<file path="src/ars_regs.vh">
// register map and timing constants of the reclose sequencer
`ifndef ARS_REGS_VH
`define ARS_REGS_VH

// ------------------------------------------------------------------
// register offsets
// ------------------------------------------------------------------
`define ARS_OFF_CTRL        8'h00
`define ARS_OFF_DEAD1       8'h04
`define ARS_OFF_DEAD2       8'h08
`define ARS_OFF_ACT1        8'h0C
`define ARS_OFF_ACT2        8'h10
`define ARS_OFF_RECLAIM     8'h14
`define ARS_OFF_EXTLIM      8'h18
`define ARS_OFF_STATUS      8'h1C

// ------------------------------------------------------------------
// control and status fields
// ------------------------------------------------------------------
`define ARS_CTRL_EN         0
`define ARS_CTRL_EXT        1
`define ARS_CTRL_FOLLOW     2
`define ARS_CTRL_SHOTS_LO   4
`define ARS_CTRL_SHOTS_HI   7
`define ARS_ST_STATE_LO     0
`define ARS_ST_STATE_HI     2
`define ARS_ST_SHOT_LO      4
`define ARS_ST_SHOT_HI      7
`define ARS_ST_CLOSE        8
`define ARS_ST_BLOCKED      9
`define ARS_ST_FINAL        10
`define ARS_ST_SUCCESS      11

// ------------------------------------------------------------------
// reset values, counts and timing (ticks of 1 ms)
// ------------------------------------------------------------------
`define ARS_RST_CTRL        8'h11
`define ARS_RST_DEAD1       16'h01F4
`define ARS_RST_DEAD2       16'h03E8
`define ARS_RST_ACT1        16'h0064
`define ARS_RST_ACT2        16'h0064
`define ARS_RST_RECLAIM     16'h0BB8
`define ARS_RST_EXTLIM      16'h0BB8
`define ARS_MAX_SHOTS       4'h8
`define ARS_ONE_SHOT        4'h1
`define ARS_CLK_NS          10
`define ARS_TICK_NS         1000000
`define ARS_BLOCK_MS        500
`define ARS_NS_PER_MS       1000000

`endif

</file>
<file path="src/ars_tick_gen.v">
// one-cycle tick enable divided from the system clock
module ars_tick_gen #(
    parameter integer DIV = 100000,   // clock cycles per tick
    parameter integer CW  = 17        // counter width, must hold DIV-1
) (
    input  wire clk,                  // system clock
    input  wire rstn,                 // synchronous reset, active low
    output reg  tick                  // one-cycle pulse every DIV cycles
);
    localparam integer LAST = DIV - 1;

    reg [CW-1:0] cnt_q;

    always @(posedge clk)
    begin
        if (!rstn)
        begin
            cnt_q <= {CW{1'b0}};
            tick  <= 1'b0;
        end
        else if (cnt_q == LAST[CW-1:0])
        begin
            cnt_q <= {CW{1'b0}};
            tick  <= 1'b1;
        end
        else
        begin
            cnt_q <= cnt_q + {{(CW-1){1'b0}}, 1'b1};
            tick  <= 1'b0;
        end
    end
endmodule

</file>
<file path="src/ars_seq.v">
// multi-shot reclose sequencer with a Wishbone register slave
//
// Added by the designer: the placing of the registers and the Wishbone slave port.
`include "ars_regs.vh"

// Operation
// RULE1: trip in reclaim is final unless more cycles are permitted.
// RULE2: after a final trip, enter dynamic blocking and refuse new starts.
// RULE3: reclose attempts per fault are configurable, up to eight.
// RULE4: cycles one and two have own action time, dead time and block input.
// RULE5: cycles three onward reuse the cycle two settings and block input.
// RULE6: failed attempt below the maximum starts the next cycle instead of blocking.
// RULE7: dead time starts when trip drops or breaker contacts show open.
// RULE8: at dead time end, close the breaker and start reclaim together.
// RULE9: each new trip clears reclaim; the next close restarts it.
// RULE10: reclaim expiring without trip is success; return to idle.
// RULE11: when all permitted cycles fail, final trip then dynamic blocking.
// RULE12: extension supervision starts when dead time ends with close withheld.
// RULE13: extension supervision expiry blocks dynamically for 500 ms.
// RULE14: after blocking, return to idle only if no other block condition.
// RULE15: external relay drives general pickup and trip-for-reclose inputs.
// RULE16: externally, trip drives the sequence; pickup only starts action timers.
// RULE17: a setting selects whether external control follows pickup or trip.
// RULE18: external relay with dependent zones adds zone inputs. The module has no zone inputs.
// RULE19: dynamic blocking refuses restarts for 0.5 s, then returns to idle.
// RULE20: no start while breaker contacts show the breaker not closed.
// RULE21: all timers count a common periodic tick from the system clock.
// RULE22: reset gives idle, cleared cycle count, stopped timers, close low.
module ars_seq #(
    parameter integer TICK_DIV = `ARS_TICK_NS / `ARS_CLK_NS, // cycles per timer tick
    parameter integer TW       = 16                          // timer width in bits
) (
    input  wire        clk,                         // 100 MHz system clock
    input  wire        rstn,                        // synchronous reset, active low
    input  wire        wb_cyc_i,                    // wishbone cycle
    input  wire        wb_stb_i,                    // wishbone strobe
    input  wire        wb_we_i,                     // wishbone write enable
    input  wire [7:0]  wb_adr_i,                    // wishbone byte address
    input  wire [3:0]  wb_sel_i,                    // wishbone byte lanes
    input  wire [31:0] wb_dat_i,                    // wishbone write data
    output reg  [31:0] wb_dat_o,                    // wishbone read data
    output reg         wb_ack_o,                    // wishbone acknowledge
    input  wire        int_pickup_in,               // internal protection pickup
    input  wire        int_trip_in,                 // internal protection trip
    input  wire        external_general_pickup_in,  // external relay general pickup
    input  wire        external_trip_for_reclose_in,// external relay trip for reclose
    input  wire        cb_aux_closed_in,            // breaker contact: closed
    input  wire        cb_aux_open_in,              // breaker contact: open
    input  wire        block_cycle1_in,             // blocks reclose cycle one
    input  wire        block_cycle2_in,             // blocks cycle two and later
    input  wire        sync_release_in,             // synchro-check permits close
    output reg         close_cmd_o,                 // close command to breaker
    output reg         final_trip_o,                // final trip, level held until blocking ends; stays low when extension expiry blocks
    output reg         blocked_o                    // dynamic blocking active
);
    // ------------------------------------------------------------------
    // states
    // ------------------------------------------------------------------
    localparam [2:0] S_IDLE    = 3'h0;
    localparam [2:0] S_ACTION  = 3'h1;
    localparam [2:0] S_OPENING = 3'h2;
    localparam [2:0] S_DEAD    = 3'h3;
    localparam [2:0] S_EXTEND  = 3'h4;
    localparam [2:0] S_RECLAIM = 3'h5;
    localparam [2:0] S_BLOCKED = 3'h6;

    localparam integer NIN = 9;
    localparam integer  BLOCK_N     =
        (`ARS_BLOCK_MS * `ARS_NS_PER_MS) / `ARS_TICK_NS;            // [RULE13] [RULE19]
    localparam [TW-1:0] BLOCK_TICKS = BLOCK_N[TW-1:0];

    // ------------------------------------------------------------------
    // tick and input synchronisers
    // ------------------------------------------------------------------
    wire tick;

    ars_tick_gen #(
        .DIV (TICK_DIV),
        .CW  (17)
    ) u_tick (
        .clk  (clk),
        .rstn (rstn),
        .tick (tick)
    );                                                              // [RULE21]

    wire [NIN-1:0] pin_raw = {sync_release_in, block_cycle2_in, block_cycle1_in,
                              cb_aux_open_in, cb_aux_closed_in,
                              external_trip_for_reclose_in, external_general_pickup_in,
                              int_trip_in, int_pickup_in};
    wire [NIN-1:0] pin_s;

    genvar gi;
    generate
        for (gi = 0; gi < NIN; gi = gi + 1)
        begin : g_sync
            reg m_q;
            reg s_q;
            always @(posedge clk)
            begin
                if (!rstn)
                begin
                    m_q <= 1'b0;
                    s_q <= 1'b0;
                end
                else
                begin
                    m_q <= pin_raw[gi];
                    s_q <= m_q;
                end
            end
            assign pin_s[gi] = s_q;
        end
    endgenerate

    wire int_pu_s  = pin_s[0];
    wire int_tr_s  = pin_s[1];
    wire ext_pu_s  = pin_s[2];
    wire ext_tr_s  = pin_s[3];
    wire cb_cl_s   = pin_s[4];
    wire cb_op_s   = pin_s[5];
    wire blk1_s    = pin_s[6];
    wire blk2_s    = pin_s[7];
    wire sync_ok_s = pin_s[8];

    // ------------------------------------------------------------------
    // registers
    // ------------------------------------------------------------------
    reg [7:0]    ctrl_q;
    reg [TW-1:0] dead1_q;
    reg [TW-1:0] dead2_q;
    reg [TW-1:0] act1_q;
    reg [TW-1:0] act2_q;
    reg [TW-1:0] reclaim_q;
    reg [TW-1:0] extlim_q;
    reg          success_q;

    wire       en_cfg     = ctrl_q[`ARS_CTRL_EN];
    wire       ext_mode   = ctrl_q[`ARS_CTRL_EXT];
    wire       follow_tr  = ctrl_q[`ARS_CTRL_FOLLOW];
    wire [3:0] shots_cfg  = ctrl_q[`ARS_CTRL_SHOTS_HI:`ARS_CTRL_SHOTS_LO];

    // zero means one shot, above eight clamps
    wire [3:0] max_shots = (shots_cfg == 4'h0) ? `ARS_ONE_SHOT :
                           (shots_cfg > `ARS_MAX_SHOTS) ? `ARS_MAX_SHOTS :
                           shots_cfg;                               // [RULE3]

    // external mode follows trip or pickup, per the follow bit
    wire pickup = ext_mode ? ext_pu_s : int_pu_s;                  // [RULE16]
    wire trip   = ext_mode ? (follow_tr ? ext_tr_s : ext_pu_s)
                           : int_tr_s;                              // [RULE17] [RULE15]

    // ------------------------------------------------------------------
    // sequencer
    // ------------------------------------------------------------------
    reg [2:0]    state_q;
    reg [3:0]    shot_q;
    reg [TW-1:0] timer_q;

    wire timer_done = (timer_q == {TW{1'b0}});
    wire first      = (shot_q == 4'h0);

    // cycle one has own settings; later cycles use cycle two's
    wire          cyc_blk = first ? blk1_s  : blk2_s;              // [RULE4] [RULE5]
    wire [TW-1:0] cyc_act = first ? act1_q  : act2_q;              // [RULE4] [RULE5]
    wire [TW-1:0] cyc_dead = (shot_q == `ARS_ONE_SHOT) ? dead1_q : dead2_q;
    wire          more    = (shot_q < max_shots);
    wire          other_block = trip || !en_cfg;

    always @(posedge clk)
    begin
        if (!rstn)
        begin
            state_q      <= S_IDLE;                                 // [RULE22]
            shot_q       <= 4'h0;
            timer_q      <= {TW{1'b0}};
            close_cmd_o  <= 1'b0;
            final_trip_o <= 1'b0;
            blocked_o    <= 1'b0;
            success_q    <= 1'b0;
        end
        else
        begin
            if (tick && !timer_done)
                timer_q <= timer_q - {{(TW-1){1'b0}}, 1'b1};        // [RULE21]
            // close ends once the breaker reports closed
            if (close_cmd_o && cb_cl_s)
                close_cmd_o <= 1'b0;
            case (state_q)
                S_IDLE:
                begin
                    shot_q <= 4'h0;
                    if (en_cfg && cb_cl_s && !cb_op_s)              // [RULE20]
                    begin
                        if (trip)
                        begin
                            success_q <= 1'b0;
                            if (cyc_blk)
                            begin
                                state_q      <= S_BLOCKED;          // [RULE2]
                                final_trip_o <= 1'b1;
                                blocked_o    <= 1'b1;
                                timer_q      <= BLOCK_TICKS;
                            end
                            else
                            begin
                                state_q <= S_OPENING;
                                shot_q  <= `ARS_ONE_SHOT;
                            end
                        end
                        else if (pickup)
                        begin
                            state_q <= S_ACTION;                    // [RULE16]
                            timer_q <= cyc_act;
                        end
                    end
                end
                S_ACTION:
                begin
                    if (trip && !cyc_blk && more)
                    begin
                        state_q <= S_OPENING;
                        shot_q  <= shot_q + 4'h1;
                    end
                    else if (trip || (timer_done && pickup))
                    begin
                        // late trip, blocked or no cycle left: no reclose
                        state_q      <= S_BLOCKED;                  // [RULE2]
                        final_trip_o <= 1'b1;
                        blocked_o    <= 1'b1;
                        timer_q      <= BLOCK_TICKS;
                    end
                    else if (!pickup)
                        state_q <= (shot_q == 4'h0) ? S_IDLE : S_RECLAIM;
                end
                S_OPENING:
                begin
                    if (!trip || cb_op_s)
                    begin
                        state_q <= S_DEAD;                          // [RULE7]
                        timer_q <= cyc_dead;
                    end
                end
                S_DEAD:
                begin
                    if (timer_done)
                    begin
                        if (sync_ok_s)
                        begin
                            state_q     <= S_RECLAIM;               // [RULE8]
                            close_cmd_o <= 1'b1;
                            timer_q     <= reclaim_q;               // [RULE9]
                        end
                        else
                        begin
                            state_q <= S_EXTEND;                    // [RULE12]
                            timer_q <= extlim_q;
                        end
                    end
                end
                S_EXTEND:
                begin
                    if (sync_ok_s)
                    begin
                        state_q     <= S_RECLAIM;                   // [RULE8]
                        close_cmd_o <= 1'b1;
                        timer_q     <= reclaim_q;
                    end
                    else if (timer_done)
                    begin
                        state_q   <= S_BLOCKED;                     // [RULE13]
                        blocked_o <= 1'b1;
                        timer_q   <= BLOCK_TICKS;
                    end
                end
                S_RECLAIM:
                begin
                    if (trip)
                    begin
                        close_cmd_o <= 1'b0;
                        if (more && !blk2_s)
                        begin
                            state_q <= S_OPENING;                   // [RULE6] [RULE9]
                            shot_q  <= shot_q + 4'h1;
                            timer_q <= {TW{1'b0}};
                        end
                        else
                        begin
                            state_q      <= S_BLOCKED;              // [RULE1] [RULE11]
                            final_trip_o <= 1'b1;
                            blocked_o    <= 1'b1;
                            timer_q      <= BLOCK_TICKS;
                        end
                    end
                    else if (pickup && !first)
                    begin
                        state_q <= S_ACTION;                        // [RULE16]
                        timer_q <= cyc_act;
                    end
                    else if (timer_done)
                    begin
                        state_q   <= S_IDLE;                        // [RULE10]
                        shot_q    <= 4'h0;
                        success_q <= 1'b1;
                    end
                end
                S_BLOCKED:
                begin
                    close_cmd_o <= 1'b0;
                    if (timer_done)
                    begin
                        if (other_block)
                            timer_q <= BLOCK_TICKS;                 // [RULE14]
                        else
                        begin
                            state_q      <= S_IDLE;                 // [RULE19]
                            shot_q       <= 4'h0;
                            final_trip_o <= 1'b0;
                            blocked_o    <= 1'b0;
                        end
                    end
                end
                default:
                begin
                    state_q <= S_IDLE;
                end
            endcase
        end
    end

    // ------------------------------------------------------------------
    // wishbone slave: one wait cycle, ack for one cycle
    // ------------------------------------------------------------------
    wire req = wb_cyc_i && wb_stb_i && !wb_ack_o;
    wire wr  = req && wb_we_i;

    wire [31:0] status_word = {20'h00000, success_q, final_trip_o, blocked_o, close_cmd_o,
                               shot_q, 1'b0, state_q};
    reg  [31:0] rd_mux;

    always @*
    begin
        case (wb_adr_i)
            `ARS_OFF_CTRL:    rd_mux = {24'h000000, ctrl_q};
            `ARS_OFF_DEAD1:   rd_mux = {16'h0000, dead1_q};
            `ARS_OFF_DEAD2:   rd_mux = {16'h0000, dead2_q};
            `ARS_OFF_ACT1:    rd_mux = {16'h0000, act1_q};
            `ARS_OFF_ACT2:    rd_mux = {16'h0000, act2_q};
            `ARS_OFF_RECLAIM: rd_mux = {16'h0000, reclaim_q};
            `ARS_OFF_EXTLIM:  rd_mux = {16'h0000, extlim_q};
            `ARS_OFF_STATUS:  rd_mux = status_word;
            default:          rd_mux = 32'h00000000;
        endcase
    end

    // per-lane write of a 16-bit timer field
    function [15:0] lanes16;
        input [15:0] old;
        input [31:0] dat;
        input [3:0]  sel;
        begin
            lanes16 = {sel[1] ? dat[15:8] : old[15:8], sel[0] ? dat[7:0] : old[7:0]};
        end
    endfunction

    always @(posedge clk)
    begin
        if (!rstn)
        begin
            wb_ack_o  <= 1'b0;
            wb_dat_o  <= 32'h00000000;
            ctrl_q    <= `ARS_RST_CTRL;
            dead1_q   <= `ARS_RST_DEAD1;
            dead2_q   <= `ARS_RST_DEAD2;
            act1_q    <= `ARS_RST_ACT1;
            act2_q    <= `ARS_RST_ACT2;
            reclaim_q <= `ARS_RST_RECLAIM;
            extlim_q  <= `ARS_RST_EXTLIM;
        end
        else
        begin
            wb_ack_o <= req;
            if (req)
                wb_dat_o <= rd_mux;
            if (wr)
            begin
                case (wb_adr_i)
                    `ARS_OFF_CTRL:    if (wb_sel_i[0]) ctrl_q <= wb_dat_i[7:0];
                    `ARS_OFF_DEAD1:   dead1_q   <= lanes16(dead1_q, wb_dat_i, wb_sel_i);
                    `ARS_OFF_DEAD2:   dead2_q   <= lanes16(dead2_q, wb_dat_i, wb_sel_i);
                    `ARS_OFF_ACT1:    act1_q    <= lanes16(act1_q, wb_dat_i, wb_sel_i);
                    `ARS_OFF_ACT2:    act2_q    <= lanes16(act2_q, wb_dat_i, wb_sel_i);
                    `ARS_OFF_RECLAIM: reclaim_q <= lanes16(reclaim_q, wb_dat_i, wb_sel_i);
                    `ARS_OFF_EXTLIM:  extlim_q  <= lanes16(extlim_q, wb_dat_i, wb_sel_i);
                    default:          ctrl_q    <= ctrl_q;
                endcase
            end
        end
    end
endmodule

</file>
<file path="config.mk">
export PLATFORM = sky130hd
export DESIGN_NAME = ars_seq
export DESIGN_NICKNAME = d
export VERILOG_FILES = /design/src/ars_tick_gen.v /design/src/ars_seq.v
export VERILOG_INCLUDE_DIRS = /design/src /design/src/src
export SDC_FILE = /design/constraint.sdc
export NUM_CORES = 1
export LEC_CHECK = 0
export BUFFER_PORTS_ARGS = -buffer_cell sky130_fd_sc_hd__buf_2
export CELL_PAD_IN_SITES_DETAIL_PLACEMENT = 0
export CELL_PAD_IN_SITES_GLOBAL_PLACEMENT = 1
export CORE_MARGIN = 5
export CORE_UTILIZATION = 34
export CTS_CLUSTER_SIZE = 16
export DETAILED_ROUTE_END_ITERATION = 10
export GPL_TIMING_DRIVEN = 0
export PLACE_DENSITY = 0.71
export SLEW_MARGIN = 20
export SYNTH_ARGS = -nofsm -noshare
export SYNTH_HDL_FRONTEND = slang
export SYNTH_SLANG_ARGS = --single-unit
</file>
<file path="constraint.sdc">
create_clock -name clk -period 3 [get_ports clk]
set_input_delay 0.45 -clock clk [delete_from_list [all_inputs] [get_ports clk]]
set_output_delay 0.45 -clock clk [all_outputs]
set_load 0.01 [all_outputs]
</file>
==> run_results.csv <==
group,metric,value,unit
timing,rsz0062_at_grt,"true",
timing,timing.final.max_slew_violations,0,
yosys,synthesis.area_per_instance,7.482,um2
worst_hold_path,worstHoldPathCells,2,
yosys,async_set_or_reset_register_ratio_after_synthesis,0,%
timing,setup_total_negative_slack,0,ps
worst_setup_path,crit_path_largest_cell_delay,520,ps
worst_setup_path,worstReg2RegEnd,"timer_q[1]",
clock_network,cts_buffers,17,
timing,max_clock_freq,337.2,MHz
worst_setup_path,path_max_fanout,10,
clock_network,clk_root_buffer_cell,"sky130_fd_sc_hd__clkbuf_16",
worst_setup_path,crit_path_top_delay_cell,"sky130_fd_sc_hd__or4_1",
routing,drt_iter0_drc,1011,
run,maxCapViolCount,0,
routing,viasPerCell,5.670,
placed_design,buffer_ports.inserted,58,
worst_setup_path,timing.critical_path.max_delay_family,"simple AND/OR/NAND/NOR gates",
power,leakage,4.046,nW
worst_setup_path,path_cells,"or4_1 > buf_4 > nor4_4 > buf_4 > clkbuf_2 > nand2_1 > o21ai_0 > nor3_1 > a211oi_1",
cells_and_area,ff_latch_area,3686,um2
routing,route.detailed.drc,0,
global_routing,wire_length_of_the_first_global_routing_pass,58.85,mm
cells_and_area,antennaDiodeCount,0,
cells_and_area,syn2layout_area_growth,16.52,%
clock_network,cts.clk_slew.worst_paths,80,ps
clock_network,numClockSinks,184,
cells_and_area,layout.filler_cells,3053,
worst_setup_path,arrival,3320,ps
yosys,synthesis.area,9764,um2
floorplanning,area_of_the_core_region,28550,um2
power,max-vdd-ir-drop,0.3583,mV
floorplanning,initial_utilization,34.20,%
outcome,status,"finished, final reports clean",
yosys,synthesized_netlist_cell_count,1305,
floorplanning,rows,62,
worst_setup_path,worst_ep_required_time,3350,ps
yosys,yosysWarnings,0,
global_routing,grt_pass1_vias,9521,
floorplanning,dieHeight,179.5,um
worst_hold_path,holdPathEnd,"g_sync[2].m_q",
yosys,synth_enable_flop_cells,0,
cells_and_area,nets,1467,
floorplanning,die_area,32210,um2
worst_setup_path,timing.critical_path.mode_cell,"sky130_fd_sc_hd__buf_4",
cells_and_area,multiInputGateArea,5777,um2
global_routing,track_usage,23.29,%
worst_setup_path,timing.reg2reg.worst_path_depth,9,
timing,setup_viol_count_final,0,
power,p_per_area,645.6,nW/um2
clock_network,cts_tree,"done",
clock_network,ctsHtreeMaxLevel,4,
floorplanning,die_width,179.5,um
worst_setup_path,reg2reg_setup_slack,30,ps
routing,vias,10190,
placed_design,placement.cell_area,10630,um2
clock_network,clkLatencyLatePin,440,ps
worst_setup_path,regToRegStartpoint,"timer_q[2]",
worst_setup_path,timing.critical_path.from_type,"flip-flop",
placed_design,detailed_placer_s_ending_hpwl,29.76,mm
timing,finalCriticalPeriod,2965,ps
cells_and_area,finish.instance_area,11380,um2
yosys,seq_area_frac_synth,37.72,%
timing,skew,17.08,ps
cells_and_area,drive_above_1_share,12.46,%
worst_setup_path,timing.setup.critical_path_class,"flip-flop to flip-flop",
routing,antenna_left,0,
routing,route.final.wire_length,39.24,mm
timing,maxSlewHeadroom,24.51,%
worst_hold_path,hold_class,"input port to flip-flop",
worst_hold_path,worst_hold_startpoint,"external_general_pickup_in",
timing,tightestPinTransition,1124,ps
yosys,yosysUniqueCellTypes,66,
yosys,synthFlopType,"sky130_fd_sc_hd__dfxtp_1",
global_routing,grt_antenna_before_repair,0,
global_routing,maximum_number_of_pins_on_one_net_before_global_route_repair,19,
routing,detail_route.wl_per_cell,21.84,um
timing,timing.final.crit_share,98.84,%
worst_setup_path,critPathBufInv,3,
worst_setup_path,worstSetupEndpointType,"flip-flop",
yosys,yosys_register_bits,184,
routing,firstDrtPassIters,6,
floorplanning,top_ports,94,
timing,hold_viol_final,0,
global_routing,overflow,0,
clock_network,clock_path_buffers,2,
placed_design,gp_routability_congestion,0.9652,
-- cells by family after synthesis --
family / count (synthesis) / synth area share, %
AND/OR/NAND/NOR: 578 / 27.17
AO/OA/AOI/OAI: 356 / 22.73
flip-flops: 184 / 37.72
buffers and inverters: 114 / 5.023
multiplexers: 35 / 3.690
XOR/XNOR: 29 / 2.601
adder cells (fa/ha/maj): 8 / 1.025
other: 1 / 0.03840
-- cell usage in the layout, fill, tap and decap left out, types with 20 or more instances in the layout --
| master | synthesis | routed |
|---|---|---|
| sky130_fd_sc_hd__mux2i_1 | 27 | 26 |
| sky130_fd_sc_hd__nor3_1 | 24 | 20 |
| sky130_fd_sc_hd__nand2_1 | 289 | 288 |
| sky130_fd_sc_hd__dfxtp_1 | 184 | 182 |
| sky130_fd_sc_hd__nand3_1 | 53 | 53 |
| sky130_fd_sc_hd__a22oi_1 | 34 | 34 |
| sky130_fd_sc_hd__a31oi_1 | 29 | 29 |
| sky130_fd_sc_hd__and2_1 | 29 | 29 |
| sky130_fd_sc_hd__buf_4 | 16 | 23 |
| sky130_fd_sc_hd__buf_2 | 2 | 60 |
| sky130_fd_sc_hd__nor2_1 | 93 | 91 |
| sky130_fd_sc_hd__a21oi_1 | 146 | 145 |
| sky130_fd_sc_hd__clkbuf_1 | 71 | 63 |
| sky130_fd_sc_hd__o21ai_0 | 58 | 57 |
-- cell usage after synthesis, types with 8 or more instances --
library cell	number	area [um2]
sky130_fd_sc_hd__and3_1	8	50.05
sky130_fd_sc_hd__a22oi_1	34	255.2
sky130_fd_sc_hd__clkbuf_1	71	266.5
sky130_fd_sc_hd__ha_1	8	100.1
sky130_fd_sc_hd__a31oi_1	29	181.4
sky130_fd_sc_hd__nand2b_1	15	93.84
sky130_fd_sc_hd__a21oi_1	146	730.7
sky130_fd_sc_hd__inv_1	20	75.07
sky130_fd_sc_hd__dfxtp_1	184	3684
sky130_fd_sc_hd__xor2_1	18	157.7
sky130_fd_sc_hd__or4_1	10	75.07
sky130_fd_sc_hd__o21ai_0	58	290.3
sky130_fd_sc_hd__nor2_1	93	349.1
sky130_fd_sc_hd__xnor2_1	11	96.34
sky130_fd_sc_hd__and2_1	29	181.4
sky130_fd_sc_hd__a222oi_1	9	90.09
sky130_fd_sc_hd__nor3_1	24	120.1
sky130_fd_sc_hd__mux2i_1	27	270.3
sky130_fd_sc_hd__mux2_2	8	90.09
sky130_fd_sc_hd__a221oi_1	14	122.6
sky130_fd_sc_hd__buf_4	16	120.1
sky130_fd_sc_hd__nand4_1	11	68.82
sky130_fd_sc_hd__nand2_1	289	1085
sky130_fd_sc_hd__nand3_1	53	265.3
-- per-layer routing --
metal	global-route usage, %	vias up	part of all wire (%)
li1	-	4814	-
met1	32.41	4801	45
met2	35.25	492	43
met3	4.608	80	8.5
met4	9.601	2	3.7
met5	1.185	-	0.14
-- sequential cells by signal, summed over array words and instances, names as in the netlist, 9 cells and up --
signal and cells:
act2_q 16, extlim_q 16, dead2_q 16, u_tick.cnt_q 17
dead1_q 16, act1_q 16, g_sync.m_q 9, reclaim_q 16
wb_dat_o 16, timer_q 16
-- what timing repair did --
item | CTS | global route
hold endpoints to repair | 0 | 0
setup buffers | 5 | 0
setup endpoints to repair | 56 | 73
pin swaps | 3 | 1
hold buffers | 0 | 0
resized for setup | 21 | 13
-- metrics by stage --
stage                     std cells  hold WS, ps  power (mW)  worst slack [ps]  utilization, %
after floorplan                1320        411.9       4.068             211.4               -
after global placement         1762        419.8       4.835            -892.5           37.10
after detailed placement       1764        421.0       4.823            -779.3           37.25
after CTS                      1799        195.2       7.316             10.95           39.74
after global routing           1797        201.9       7.651            -106.4           39.85
final                          1797        208.0       7.345             34.78           39.85
-- worst reg2reg max path: cells and delay by family (launching register included) --
family / cells / cell delay, ps
AOI/OAI and AO/OA: 2 / 740
buffers and inverters: 3 / 680
DFF: 1 / 360
and+or+nand+nor: 4 / 1100
-- worst max path at each step --
stage,startpoint,end,cells after the start
floorplan,shot_q[0],shot_q[3],10
global placement,wb_adr_i[1],wb_dat_o[14],9
detailed placement,wb_adr_i[1],wb_dat_o[15],10
CTS,timer_q[2],shot_q[3],9
global route,state_q[1],timer_q[7],10
finish,timer_q[2],timer_q[1],9
-- power by group --
part	internal (mW)	switching, mW
sequential	2.52	0.0879
clock	1.27	1.10
combinational	0.782	1.59
total	4.57	2.78
-- cell type report --
type	instances	share of cell area, %
buffer	91	3.640
clock buffer	17	3.739
clock inverter	14	1.573
inverter	20	0.6598
multi-input combinational	1022	50.78
sequential	184	32.40
tap	384	4.223
timing repair buffer	65	2.991
Power figures use the tool's default switching activity.
